File: src/hdl/reading_filter_map.svh
`ifndef READING_FILTER_MAP_SVH
`define READING_FILTER_MAP_SVH
// ********************************************
// Widths, limits, reset values
// ********************************************
`define RF_READ_W        24
`define RF_SUM_W         32
`define RF_COUNT_MIN     7'h01
`define RF_COUNT_MAX     7'h64
`define RF_RANK_MAX      3'h5
`define RF_NOISE_MAX     7'h69
`define RF_PCT_SCALE     7'h64
`define RF_GROUP_RST     7'h01
`define RF_DEPTH_RST     7'h01
`define RF_RANK_RST      3'h0
`define RF_NOISE_RST     7'h00
`define RF_MED_SLOTS     11
`define RF_MOV_SLOTS     100
`define RF_TBL_SLOTS     8
`define RF_DIV_STEPS     6'h20
`endif

File: src/hdl/reading_filter_pkg.sv
package reading_filter_pkg;
   typedef enum logic [1:0] {
      FUNC_VOLT = 2'b00,
      FUNC_CURR = 2'b01,
      FUNC_RES  = 2'b10
   } func_t;
   typedef enum logic [2:0] {
      ST_IDLE  = 3'b000,
      ST_BLOCK = 3'b001,
      ST_DIV   = 3'b010,
      ST_MED   = 3'b011,
      ST_SCAN  = 3'b100,
      ST_MOV   = 3'b101,
      ST_EMIT  = 3'b110
   } state_t;
endpackage

File: src/hdl/reading_filter_pipeline.sv
// Function
// - Group size 1..100, reset value 1
// - Block stage averages group, one output each
// - Block stage disabled passes readings unchanged
// - Rank 0..5, groups of 2n+1 readings
// - Middle stage outputs central ordered reading
// - Middle stage disabled passes readings unchanged
// - Window depth 1..100, reset value 1
// - Full window: drop oldest, average each insert
// - Sliding stage disabled passes readings unchanged
// - Noise window width held 0..105 percent
// - Outside window reading flushes and refills history
// - Noise window ignored while its enable off
// - Auto mode: current settings chosen from range
// - Auto mode voltage: 1, 1, rank 0
// - Auto off: programmed settings everywhere
`timescale 1ns/1ps
`default_nettype none
`include "reading_filter_map.svh"
module reading_filter_pipeline (
   input  wire logic                   sys_clk,
   input  wire logic                   srst,
   input  wire logic                   cfg_load,
   input  wire logic [6:0]             cfg_group_size,
   input  wire logic                   cfg_block_enable,
   input  wire logic [2:0]             cfg_rank,
   input  wire logic                   cfg_middle_enable,
   input  wire logic [6:0]             sliding_mean_depth,
   input  wire logic                   sliding_mean_enable,
   input  wire logic [6:0]             noise_window_percent,
   input  wire logic                   noise_window_enable,
   input  wire logic                   automatic_filter_select,
   input  wire logic                   tbl_wr,
   input  wire logic [2:0]             tbl_index,
   input  wire logic [6:0]             tbl_group,
   input  wire logic [6:0]             tbl_depth,
   input  wire logic [2:0]             tbl_rank,
   input  wire logic                   in_valid,
   output logic                        in_ready,
   input  wire logic [`RF_READ_W-1:0]  in_reading,
   input  wire logic [1:0]             in_func,
   input  wire logic [2:0]             in_range,
   output logic                        out_valid,
   input  wire logic                   out_ready,
   output logic [`RF_READ_W-1:0]       out_reading,
   output logic                        busy
);
   // ********************************************
   // Settings
   // ********************************************
   function automatic logic [6:0] clamp_count(input logic [6:0] c);
      if (c < `RF_COUNT_MIN) begin
         clamp_count = `RF_COUNT_MIN;
      end else if (c > `RF_COUNT_MAX) begin
         clamp_count = `RF_COUNT_MAX;
      end else begin
         clamp_count = c;
      end
   endfunction

   function automatic logic [2:0] clamp_rank(input logic [2:0] r);
      clamp_rank = (r > `RF_RANK_MAX) ? `RF_RANK_MAX : r;
   endfunction

   logic [6:0] group_size;
   logic [6:0] mean_depth;
   logic [2:0] rank;
   logic [6:0] noise_pct;
   logic       block_en;
   logic       middle_en;
   logic       mean_en;
   logic       noise_en;
   logic       auto_sel;

   always_ff @(posedge sys_clk) begin
      if (srst) begin
         group_size <= `RF_GROUP_RST;
         mean_depth <= `RF_DEPTH_RST;
         rank       <= `RF_RANK_RST;
         noise_pct  <= `RF_NOISE_RST;
         block_en   <= 1'b0;
         middle_en  <= 1'b0;
         mean_en    <= 1'b0;
         noise_en   <= 1'b0;
         auto_sel   <= 1'b0;
      end else if (cfg_load) begin
         group_size <= clamp_count(cfg_group_size);
         mean_depth <= clamp_count(sliding_mean_depth);
         rank       <= clamp_rank(cfg_rank);
         noise_pct  <= (noise_window_percent > `RF_NOISE_MAX) ? `RF_NOISE_MAX : noise_window_percent;
         block_en   <= cfg_block_enable;
         middle_en  <= cfg_middle_enable;
         mean_en    <= sliding_mean_enable;
         noise_en   <= noise_window_enable;
         auto_sel   <= automatic_filter_select;
      end
   end

   // Current-range table, heavier filtering on the low ranges by default
   logic [6:0] tbl_g [0:`RF_TBL_SLOTS-1];
   logic [6:0] tbl_d [0:`RF_TBL_SLOTS-1];
   logic [2:0] tbl_r [0:`RF_TBL_SLOTS-1];
   genvar gi;
   generate
      for (gi = 0; gi < `RF_TBL_SLOTS; gi++) begin : g_tbl
         always_ff @(posedge sys_clk) begin
            if (srst) begin
               tbl_g[gi] <= 7'(`RF_TBL_SLOTS - gi);
               tbl_d[gi] <= 7'(2 * (`RF_TBL_SLOTS - gi));
               tbl_r[gi] <= (gi < 4) ? 3'h2 : 3'h0;
            end else if (tbl_wr && tbl_index == 3'(gi)) begin
               tbl_g[gi] <= clamp_count(tbl_group);
               tbl_d[gi] <= clamp_count(tbl_depth);
               tbl_r[gi] <= clamp_rank(tbl_rank);
            end
         end
      end
   endgenerate

   // Settings chosen for the incoming reading
   logic [6:0] next_group;
   logic [6:0] next_depth;
   logic [2:0] next_rank;
   always_comb begin
      next_group = group_size;
      next_depth = mean_depth;
      next_rank  = rank;
      if (auto_sel && in_func == reading_filter_pkg::FUNC_CURR) begin
         next_group = tbl_g[in_range];
         next_depth = tbl_d[in_range];
         next_rank  = tbl_r[in_range];
      end else if (auto_sel && in_func == reading_filter_pkg::FUNC_VOLT) begin
         next_group = `RF_COUNT_MIN;
         next_depth = `RF_COUNT_MIN;
         next_rank  = 3'h0;
      end
   end

   // ********************************************
   // Sequencer
   // ********************************************
   reading_filter_pkg::state_t state;
   logic signed [`RF_READ_W-1:0] v;
   logic [6:0]  e_group;
   logic [6:0]  e_depth;
   logic [2:0]  e_rank;
   logic        e_blk;
   logic        e_med;
   logic        e_mov;
   logic        accept;
   logic        flush_hist;
   logic        div_ret_emit;
   logic        div_done;
   logic        buf_ready;
   logic        med_hit;
   logic [3:0]  scan_idx;
   logic [`RF_READ_W-1:0] div_result;
   logic signed [`RF_READ_W-1:0] med_buf [0:`RF_MED_SLOTS-1];

   assign in_ready   = (state == reading_filter_pkg::ST_IDLE);
   assign busy       = !in_ready;
   assign accept     = in_ready && in_valid;
   // Any change of group, depth, rank or stage enables restarts partial groups, so no mixed history
   assign flush_hist = accept && ({next_group, next_depth, next_rank, block_en, middle_en, mean_en}
                       != {e_group, e_depth, e_rank, e_blk, e_med, e_mov});

   always_ff @(posedge sys_clk) begin
      if (srst) begin
         e_group <= `RF_GROUP_RST;
         e_depth <= `RF_DEPTH_RST;
         e_rank  <= `RF_RANK_RST;
         e_blk   <= 1'b0;
         e_med   <= 1'b0;
         e_mov   <= 1'b0;
      end else if (accept) begin
         e_group <= next_group;
         e_depth <= next_depth;
         e_rank  <= next_rank;
         e_blk   <= block_en;
         e_med   <= middle_en;
         e_mov   <= mean_en;
      end
   end

   logic [6:0] blk_cnt;
   logic [3:0] med_cnt;

   always_ff @(posedge sys_clk) begin
      if (srst) begin
         state        <= reading_filter_pkg::ST_IDLE;
         v            <= '0;
         div_ret_emit <= 1'b0;
      end else begin
         case (state)
            reading_filter_pkg::ST_IDLE: begin
               if (accept) begin
                  v     <= in_reading;
                  state <= reading_filter_pkg::ST_BLOCK;
               end
            end
            reading_filter_pkg::ST_BLOCK: begin
               if (!e_blk || e_group == `RF_COUNT_MIN) begin
                  state <= reading_filter_pkg::ST_MED;
               end else if (blk_cnt + 7'h01 == e_group) begin
                  div_ret_emit <= 1'b0;
                  state        <= reading_filter_pkg::ST_DIV;
               end else begin
                  state <= reading_filter_pkg::ST_IDLE;
               end
            end
            reading_filter_pkg::ST_DIV: begin
               if (div_done) begin
                  v     <= div_result;
                  state <= div_ret_emit ? reading_filter_pkg::ST_EMIT : reading_filter_pkg::ST_MED;
               end
            end
            reading_filter_pkg::ST_MED: begin
               if (!e_med || e_rank == 3'h0) begin
                  state <= reading_filter_pkg::ST_MOV;
               end else if (med_cnt == {e_rank, 1'b0}) begin
                  state <= reading_filter_pkg::ST_SCAN;
               end else begin
                  state <= reading_filter_pkg::ST_IDLE;
               end
            end
            reading_filter_pkg::ST_SCAN: begin
               if (med_hit) begin
                  v     <= med_buf[scan_idx];
                  state <= reading_filter_pkg::ST_MOV;
               end
            end
            reading_filter_pkg::ST_MOV: begin
               if (!e_mov || e_depth == `RF_COUNT_MIN) begin
                  state <= reading_filter_pkg::ST_EMIT;
               end else begin
                  div_ret_emit <= 1'b1;
                  state        <= reading_filter_pkg::ST_DIV;
               end
            end
            reading_filter_pkg::ST_EMIT: begin
               if (buf_ready) begin
                  state <= reading_filter_pkg::ST_IDLE;
               end
            end
            default: begin
               state <= reading_filter_pkg::ST_IDLE;
            end
         endcase
      end
   end

   // ********************************************
   // Block-averaging stage
   // ********************************************
   logic signed [`RF_SUM_W-1:0] blk_sum;
   always_ff @(posedge sys_clk) begin
      if (srst || flush_hist) begin
         blk_cnt <= '0;
         blk_sum <= '0;
      end else if (state == reading_filter_pkg::ST_BLOCK && e_blk && e_group != `RF_COUNT_MIN) begin
         if (blk_cnt + 7'h01 == e_group) begin
            blk_cnt <= '0;
            blk_sum <= '0;
         end else begin
            blk_cnt <= blk_cnt + 7'h01;
            blk_sum <= blk_sum + `RF_SUM_W'(v);
         end
      end
   end

   // ********************************************
   // Middle-value stage
   // ********************************************
   logic [3:0] lt_cnt;
   logic [3:0] eq_cnt;
   always_comb begin
      lt_cnt = '0;
      eq_cnt = '0;
      for (int k = 0; k < `RF_MED_SLOTS; k++) begin
         if (4'(k) <= {e_rank, 1'b0}) begin
            if (med_buf[k] < med_buf[scan_idx]) begin
               lt_cnt = lt_cnt + 4'h1;
            end
            if (med_buf[k] == med_buf[scan_idx]) begin
               eq_cnt = eq_cnt + 4'h1;
            end
         end
      end
   end
   // Rank counting avoids a sorting network; duplicates still resolve
   assign med_hit = (lt_cnt <= {1'b0, e_rank}) && ({1'b0, e_rank} < lt_cnt + eq_cnt);

   always_ff @(posedge sys_clk) begin
      if (srst || flush_hist) begin
         med_cnt  <= '0;
         scan_idx <= '0;
      end else if (state == reading_filter_pkg::ST_MED && e_med && e_rank != 3'h0) begin
         med_buf[med_cnt] <= v;
         med_cnt          <= (med_cnt == {e_rank, 1'b0}) ? 4'h0 : med_cnt + 4'h1;
         scan_idx         <= '0;
      end else if (state == reading_filter_pkg::ST_SCAN && !med_hit) begin
         scan_idx <= scan_idx + 4'h1;
      end
   end

   // ********************************************
   // Sliding-average stage
   // ********************************************
   logic signed [`RF_READ_W-1:0] mov_buf [0:`RF_MOV_SLOTS-1];
   logic signed [`RF_SUM_W-1:0]  mov_sum;
   logic signed [`RF_READ_W-1:0] mov_avg;
   logic [6:0]  mov_wp;
   logic [6:0]  mov_fill;
   logic signed [`RF_SUM_W-1:0]  next_sum;
   logic [6:0]  next_fill;
   logic [6:0]  next_wp;
   logic [6:0]  wr_slot;
   logic [`RF_READ_W:0] dev_mag;
   logic [`RF_READ_W:0] avg_mag;
   logic        outside;

   always_comb begin
      dev_mag   = (v >= mov_avg) ? (`RF_READ_W+1)'(v - mov_avg) : (`RF_READ_W+1)'(mov_avg - v);
      avg_mag   = mov_avg[`RF_READ_W-1] ? (`RF_READ_W+1)'(-mov_avg) : (`RF_READ_W+1)'(mov_avg);
      outside   = noise_en && mov_fill != 7'h00 &&
                  (33'(dev_mag) * 33'(`RF_PCT_SCALE) > 33'(avg_mag) * 33'(noise_pct));
      wr_slot   = mov_wp;
      next_sum  = mov_sum + `RF_SUM_W'(v);
      next_fill = mov_fill + 7'h01;
      if (outside) begin
         wr_slot   = 7'h00;
         next_sum  = `RF_SUM_W'(v);
         next_fill = 7'h01;
      end else if (mov_fill >= e_depth) begin
         next_sum  = mov_sum + `RF_SUM_W'(v) - `RF_SUM_W'(mov_buf[mov_wp]);
         next_fill = e_depth;
      end
      next_wp = (wr_slot + 7'h01 >= e_depth) ? 7'h00 : wr_slot + 7'h01;
   end

   always_ff @(posedge sys_clk) begin
      if (srst || flush_hist) begin
         mov_sum  <= '0;
         mov_fill <= '0;
         mov_wp   <= '0;
         mov_avg  <= '0;
      end else if (state == reading_filter_pkg::ST_MOV && e_mov && e_depth != `RF_COUNT_MIN) begin
         mov_buf[wr_slot] <= v;
         mov_sum          <= next_sum;
         mov_fill         <= next_fill;
         mov_wp           <= next_wp;
      end else if (state == reading_filter_pkg::ST_DIV && div_done && div_ret_emit) begin
         mov_avg <= div_result; // Baseline for the noise window
      end
   end

   // ********************************************
   // Shared divider, truncates toward zero
   // ********************************************
   logic [`RF_SUM_W-1:0] div_q;
   logic [6:0]  div_rem;
   logic [6:0]  div_den;
   logic [5:0]  div_step;
   logic        div_neg;
   logic [7:0]  rem_sh;
   logic signed [`RF_SUM_W-1:0] start_num;
   logic        div_start;

   assign div_start = (state == reading_filter_pkg::ST_BLOCK && e_blk && e_group != `RF_COUNT_MIN &&
                       blk_cnt + 7'h01 == e_group) ||
                      (state == reading_filter_pkg::ST_MOV && e_mov && e_depth != `RF_COUNT_MIN);
   assign start_num  = (state == reading_filter_pkg::ST_BLOCK) ? blk_sum + `RF_SUM_W'(v) : next_sum;
   assign rem_sh     = {div_rem, div_q[`RF_SUM_W-1]};
   assign div_done   = (div_step == `RF_DIV_STEPS);
   assign div_result = div_neg ? `RF_READ_W'(-div_q) : `RF_READ_W'(div_q);

   always_ff @(posedge sys_clk) begin
      if (srst) begin
         div_q    <= '0;
         div_rem  <= '0;
         div_den  <= `RF_COUNT_MIN;
         div_step <= '0;
         div_neg  <= 1'b0;
      end else if (div_start) begin
         div_q    <= start_num[`RF_SUM_W-1] ? -start_num : start_num;
         div_neg  <= start_num[`RF_SUM_W-1];
         div_den  <= (state == reading_filter_pkg::ST_BLOCK) ? e_group : next_fill;
         div_rem  <= '0;
         div_step <= '0;
      end else if (state == reading_filter_pkg::ST_DIV && !div_done) begin
         if (rem_sh >= {1'b0, div_den}) begin
            div_rem <= 7'(rem_sh - {1'b0, div_den});
            div_q   <= {div_q[`RF_SUM_W-2:0], 1'b1};
         end else begin
            div_rem <= rem_sh[6:0];
            div_q   <= {div_q[`RF_SUM_W-2:0], 1'b0};
         end
         div_step <= div_step + 6'h01;
      end
   end

   // ********************************************
   // Output buffer, receiver stalls hold the sequencer
   // ********************************************
   reading_skid_buffer #(
      .W     (`RF_READ_W),
      .DEPTH (2)
   ) u_out_buf (
      .sys_clk   (sys_clk),
      .srst      (srst),
      .in_valid  (state == reading_filter_pkg::ST_EMIT),
      .in_ready  (buf_ready),
      .in_data   (v),
      .out_valid (out_valid),
      .out_ready (out_ready),
      .out_data  (out_reading)
   );
endmodule // reading_filter_pipeline
`default_nettype wire

File: src/hdl/reading_skid_buffer.sv
`timescale 1ns/1ps
`default_nettype none
module reading_skid_buffer #(
   parameter int W     = 24,
   parameter int DEPTH = 2
) (
   input  wire logic         sys_clk,
   input  wire logic         srst,
   input  wire logic         in_valid,
   output logic             in_ready,
   input  wire logic [W-1:0] in_data,
   output logic             out_valid,
   input  wire logic         out_ready,
   output logic [W-1:0]      out_data
);
   localparam int AW = $clog2(DEPTH);
   logic [W-1:0] mem [0:DEPTH-1];
   logic [AW-1:0] wp;
   logic [AW-1:0] rp;
   logic [AW:0]   fill;
   logic          push;
   logic          pop;

   assign in_ready  = (fill != (AW+1)'(DEPTH));
   assign out_valid = (fill != '0);
   assign out_data  = mem[rp];
   assign push      = in_valid && in_ready;
   assign pop       = out_valid && out_ready;

   always_ff @(posedge sys_clk) begin
      if (push) begin
         mem[wp] <= in_data;
      end
   end

   always_ff @(posedge sys_clk) begin
      if (srst) begin
         wp   <= '0;
         rp   <= '0;
         fill <= '0;
      end else begin
         if (push) begin
            wp <= (wp == AW'(DEPTH-1)) ? '0 : wp + AW'(1);
         end
         if (pop) begin
            rp <= (rp == AW'(DEPTH-1)) ? '0 : rp + AW'(1);
         end
         if (push && !pop) begin
            fill <= fill + (AW+1)'(1);
         end else if (pop && !push) begin
            fill <= fill - (AW+1)'(1);
         end
      end
   end
endmodule // reading_skid_buffer
`default_nettype wire

File: config.mk
export PLATFORM = sky130hd
export DESIGN_NAME = reading_filter_pipeline
export DESIGN_NICKNAME = d
export VERILOG_FILES = /design/src/hdl/reading_filter_pkg.sv /design/src/hdl/reading_filter_pipeline.sv /design/src/hdl/reading_skid_buffer.sv
export VERILOG_INCLUDE_DIRS = /design/src /design/src/hdl
export SDC_FILE = /design/constraint.sdc
export NUM_CORES = 2
export LEC_CHECK = 0
export BUFFER_PORTS_ARGS = -buffer_cell sky130_fd_sc_hd__buf_4
export CORE_MARGIN = 1
export CORE_UTILIZATION = 35
export CTS_CLUSTER_DIAMETER = 30
export DETAILED_ROUTE_END_ITERATION = 16
export MAX_ROUTING_LAYER = met4
export RECOVER_POWER = 50
export SYNTH_ARGS = -nofsm -noshare
export SYNTH_HDL_FRONTEND = slang
export SYNTH_HIERARCHICAL = 1
export SYNTH_SLANG_ARGS = --single-unit
export TNS_END_PERCENT = 1
File: constraint.sdc
create_clock -name sys_clk -period 15.4 [get_ports sys_clk]
set_clock_uncertainty 0.05 [all_clocks]
set_input_delay 3.08 -clock sys_clk [delete_from_list [all_inputs] [get_ports sys_clk]]
set_output_delay 3.08 -clock sys_clk [all_outputs]
set_load 0.01 [all_outputs]
==> out/summary.txt <==
Status: finished with violations
Failing checks: max-capacitance violations, max-slew violations
Most common cell on crit path: ha_1
Register area share after synthesis: 62.5%
Total grt overflow: 0
Vias in the first global route: 91.8k
Total track usage: 20.9%
DRC Markers: 0
PwrDens: 165 nW/um^2
Syn Area/Cell: 16.1 sq um
Die area: 434,000 sq um
Boundary pin count: 111
Number of fill cells: 37.4k
Critical Path AT: 15,140 ps
Critical path class: reg2reg
CP Launch Type: flip-flop
Antenna viol nets, final: 0
Post-CTS Hold Fix Bufs: 0
Most frequent cells in the layout: edfxtp_1 (2,968), mux4_2 (919), clkbuf_16 (641), ha_1 (629), nand2_1 (519)
Drt initial violations: 9,384
Final TNS setup: 0 ps
Post-synth EDFFs: 2,968
Hold Path Class: reg2reg
Max-slew headroom: -248%
Clk_lat worst skew: 1070 ps
First-pass GRT wire length: 647,000 um
Worst Path Buf+Inv: 6
Site row count: 240
Slew @ Worst Pin: 5230 ps
Critical Path Source: v[15]$_SDFFE_PP0P_
Final #Nets: 10.8k
Slowest CP cell: dfxtp_1
Max Clk Rate: 70.0 MHz
Levels on crit path: 45
Finished Cell Area: 182,000 sq um
DP Area: 160,000 sq um
RSZ-0062 raised after global routing: false
Largest net degree at the start of global routing: 121
Worst setup EP type: flip-flop
Hold Vio Cnt, Final: 0
P_leak: 62.5 nW
Depth of the worst register-to-register path: 45
Wire per inst: 27.8 um
Largest delay contributor family on the critical path: compound AO/OA/AOI/OAI gates
Syn Inst Count: 9,369
Root Buffer: clkbuf_16
Gpl congestion: 0.919
Clock tree buffer depth: 4
Worst R2R End: div_q[31]$_SDFFE_PP0P_
Layout cells sized above 1: 24.7%
Reg area: 94,500 sq um
Flops & latches, synth: 3,231
TritonCTS clock tree: done
Mapped Area: 151,000 sq um
CP max FO: 32
Multi-input logic area: 54,500 sq um
Initial antenna violation count: 42
Flop2flop setup slack: 1120 ps
Fin crit share: 92.7%
Max VDD drop: 0.310 mV
Period minus WS final: 14,280 ps
Asr flop ratio synth: 0%
Number of endpoints failing setup at the final stage: 0
Post-synth cell types: 102
Die Y: 659 um
Max-cap violation count: 30
Final WS setup: 1120 ps
Worst hold margin: 405 ps
CTS sink count: 3,231
Initial Utilization: 35.3%
Worst R2R Start: v[15]$_SDFFE_PP0P_
Synth-to-layout area growth: 20.8%
CTS Buf Count: 635
Via density: 5.59
Clock slew seen by the registers of the worst setup and hold paths: 50 ps
Die W: 659 um
Leading cell type in the layout, fill and taps excluded: edfxtp_1
Core Box Area: 429,000 sq um
Vias: 90.5k
H-Tree Level Count: 6
Crit path largest cell delay: 1260 ps
PortBufs: 110
HPWL Detailed: 287,000 um
DP Worst Slack: 754 ps
Critical Path End: div_q[31]$_SDFFE_PP0P_
Yosys warnings: 6
WP data required: 16,260 ps
Initial DRT Pass Iterations: 7
Final Max Slew Viols: 2,151
Routed wire length: 450,000 um
Most used flip-flop cell after synthesis: edfxtp_1
[synth_stat cells (36+ instances only)]
cell type / number / area share, %
dfxtp_1: 263 / 3.5
nand4_1: 106 / 0.44
nand3_1: 103 / 0.34
nor4_1: 37 / 0.15
a31oi_1: 43 / 0.18
mux2i_1: 120 / 0.80
o21ai_0: 217 / 0.72
nor2b_1: 57 / 0.24
o211ai_1: 36 / 0.18
a211oi_1: 132 / 0.66
inv_1: 298 / 0.74
a22oi_1: 69 / 0.34
edfxtp_1: 2968 / 59
a21o_1: 152 / 0.76
mux4_2: 919 / 14
mux2_2: 59 / 0.44
ha_1: 629 / 5.2
buf_1: 96 / 0.24
o21a_1: 38 / 0.19
and2_1: 67 / 0.28
or3_1: 40 / 0.17
a21oi_1: 331 / 1.1
nand2_1: 521 / 1.3
nand2b_1: 72 / 0.30
and3_1: 75 / 0.31
fa_1: 141 / 1.9
nor3_1: 125 / 0.41
clkbuf_1: 324 / 0.81
xnor2_1: 190 / 1.1
nor2_1: 614 / 1.5
xor2_1: 123 / 0.71
[worst min-delay path by stage]
stage | from | end | cells past startpoint
global route | mov_sum[21]$_SDFFE_PP0P_ | mov_sum[21]$_SDFFE_PP0P_ | 2
detailed placement | div_rem[6]$_SDFFE_PP0P_ | div_rem[6]$_SDFFE_PP0P_ | 2
CTS | div_rem[6]$_SDFFE_PP0P_ | div_rem[6]$_SDFFE_PP0P_ | 2
global placement | div_rem[6]$_SDFFE_PP0P_ | div_rem[6]$_SDFFE_PP0P_ | 2
floorplan | div_rem[6]$_SDFFE_PP0P_ | div_rem[6]$_SDFFE_PP0P_ | 2
finish | div_rem[6]$_SDFFE_PP0P_ | div_rem[6]$_SDFFE_PP0P_ | 2
[cell type report]
type / instances / area share, %
Multi-Input combinational cell: 5408 / 29.9
Timing Repair Buffer: 376 / 1.55
Sequential cell: 3231 / 51.8
Clock inverter: 457 / 3.25
Tap cell: 5687 / 3.90
Antenna cell: 17 / 0.0233
Inverter: 299 / 0.615
Clock buffer: 723 / 8.99
[cells by family after synthesis]
| kind of cell | Yosys count | share of synthesized area, % |
|---|---|---|
| flops | 3231 | 62.5 |
| simple gates | 1911 | 5.97 |
| compound gates | 1295 | 5.68 |
| xor+xnor | 323 | 1.96 |
| fa+ha+maj | 770 | 7.08 |
| mux | 1102 | 15.0 |
| other cells | 2 | 0.00497 |
| buf+inv | 735 | 1.85 |
[worst reg2reg max path: cells and delay by family (launching register included)]
family                     cells  cell delay, ps
AOI/OAI and AO/OA             17            4390
xor gates and xnor gates       1             390
adders and majority gates      6            2190
buffers and inverters          6            1660
DFF                            1            1260
muxes                          2             690
and+or+nand+nor               13            3500
[what timing repair did]
| item | 4_1_cts | 5_1_grt |
|---|---|---|
| setup buffers | 0 | 0 |
| setup endpoints to repair | 0 | 183 |
| resized for setup | 0 | 3 |
[per-layer routing]
layer	routed length [um]	GRT usage (%)	up-vias	share of wire, %
met5	0	-	-	0
met1	189000	27.9	47200	42
met3	35200	3.67	738	7.8
met2	211000	32.6	3949	47
met4	15500	6.99	0	3.4
li1	-	-	38600	-
[where the power goes]
| group | internal [mW] | leakage, nW | total, mW | switching [mW] |
|---|---|---|---|---|
| registers | 9.92 | 29.4 | 10.0 | 0.0971 |
| logic | 2.23 | 22.4 | 5.91 | 3.69 |
| clock network | 9.21 | 10.6 | 14.1 | 4.88 |
| total | 21.4 | 62.5 | 30.0 | 8.67 |
[flip-flops by register name (all words and copies together), names as in the netlist, 7 cells and up, named ones only]
| register | count |
|---|---|
| v | 24 |
| mov_sum | 32 |
| div_den | 7 |
| tbl_r | 24 |
| div_rem | 7 |
| noise_pct | 7 |
| mov_wp | 7 |
| group_size | 7 |
| mov_buf | 2400 |
| mean_depth | 7 |
| e_depth | 7 |
| e_group | 7 |
| div_q | 32 |
| mov_avg | 24 |
| tbl_d | 56 |
| blk_cnt | 7 |
| tbl_g | 56 |
| mov_fill | 7 |
| u_out_buf/mem | 48 |
| med_buf | 384 |
| blk_sum | 32 |
[through the flow]
stage               utilization, %  std cells  total power, mW
finish                        42.6      16200             30.0
CTS                           42.6      16200             30.1
global placement              37.4      15000             15.9
global route                  42.6      16200             31.3
floorplan                        -       9374             14.2
detailed placement            37.4      15000             16.0
No activity file was read; power rests on OpenSTA's default activity.
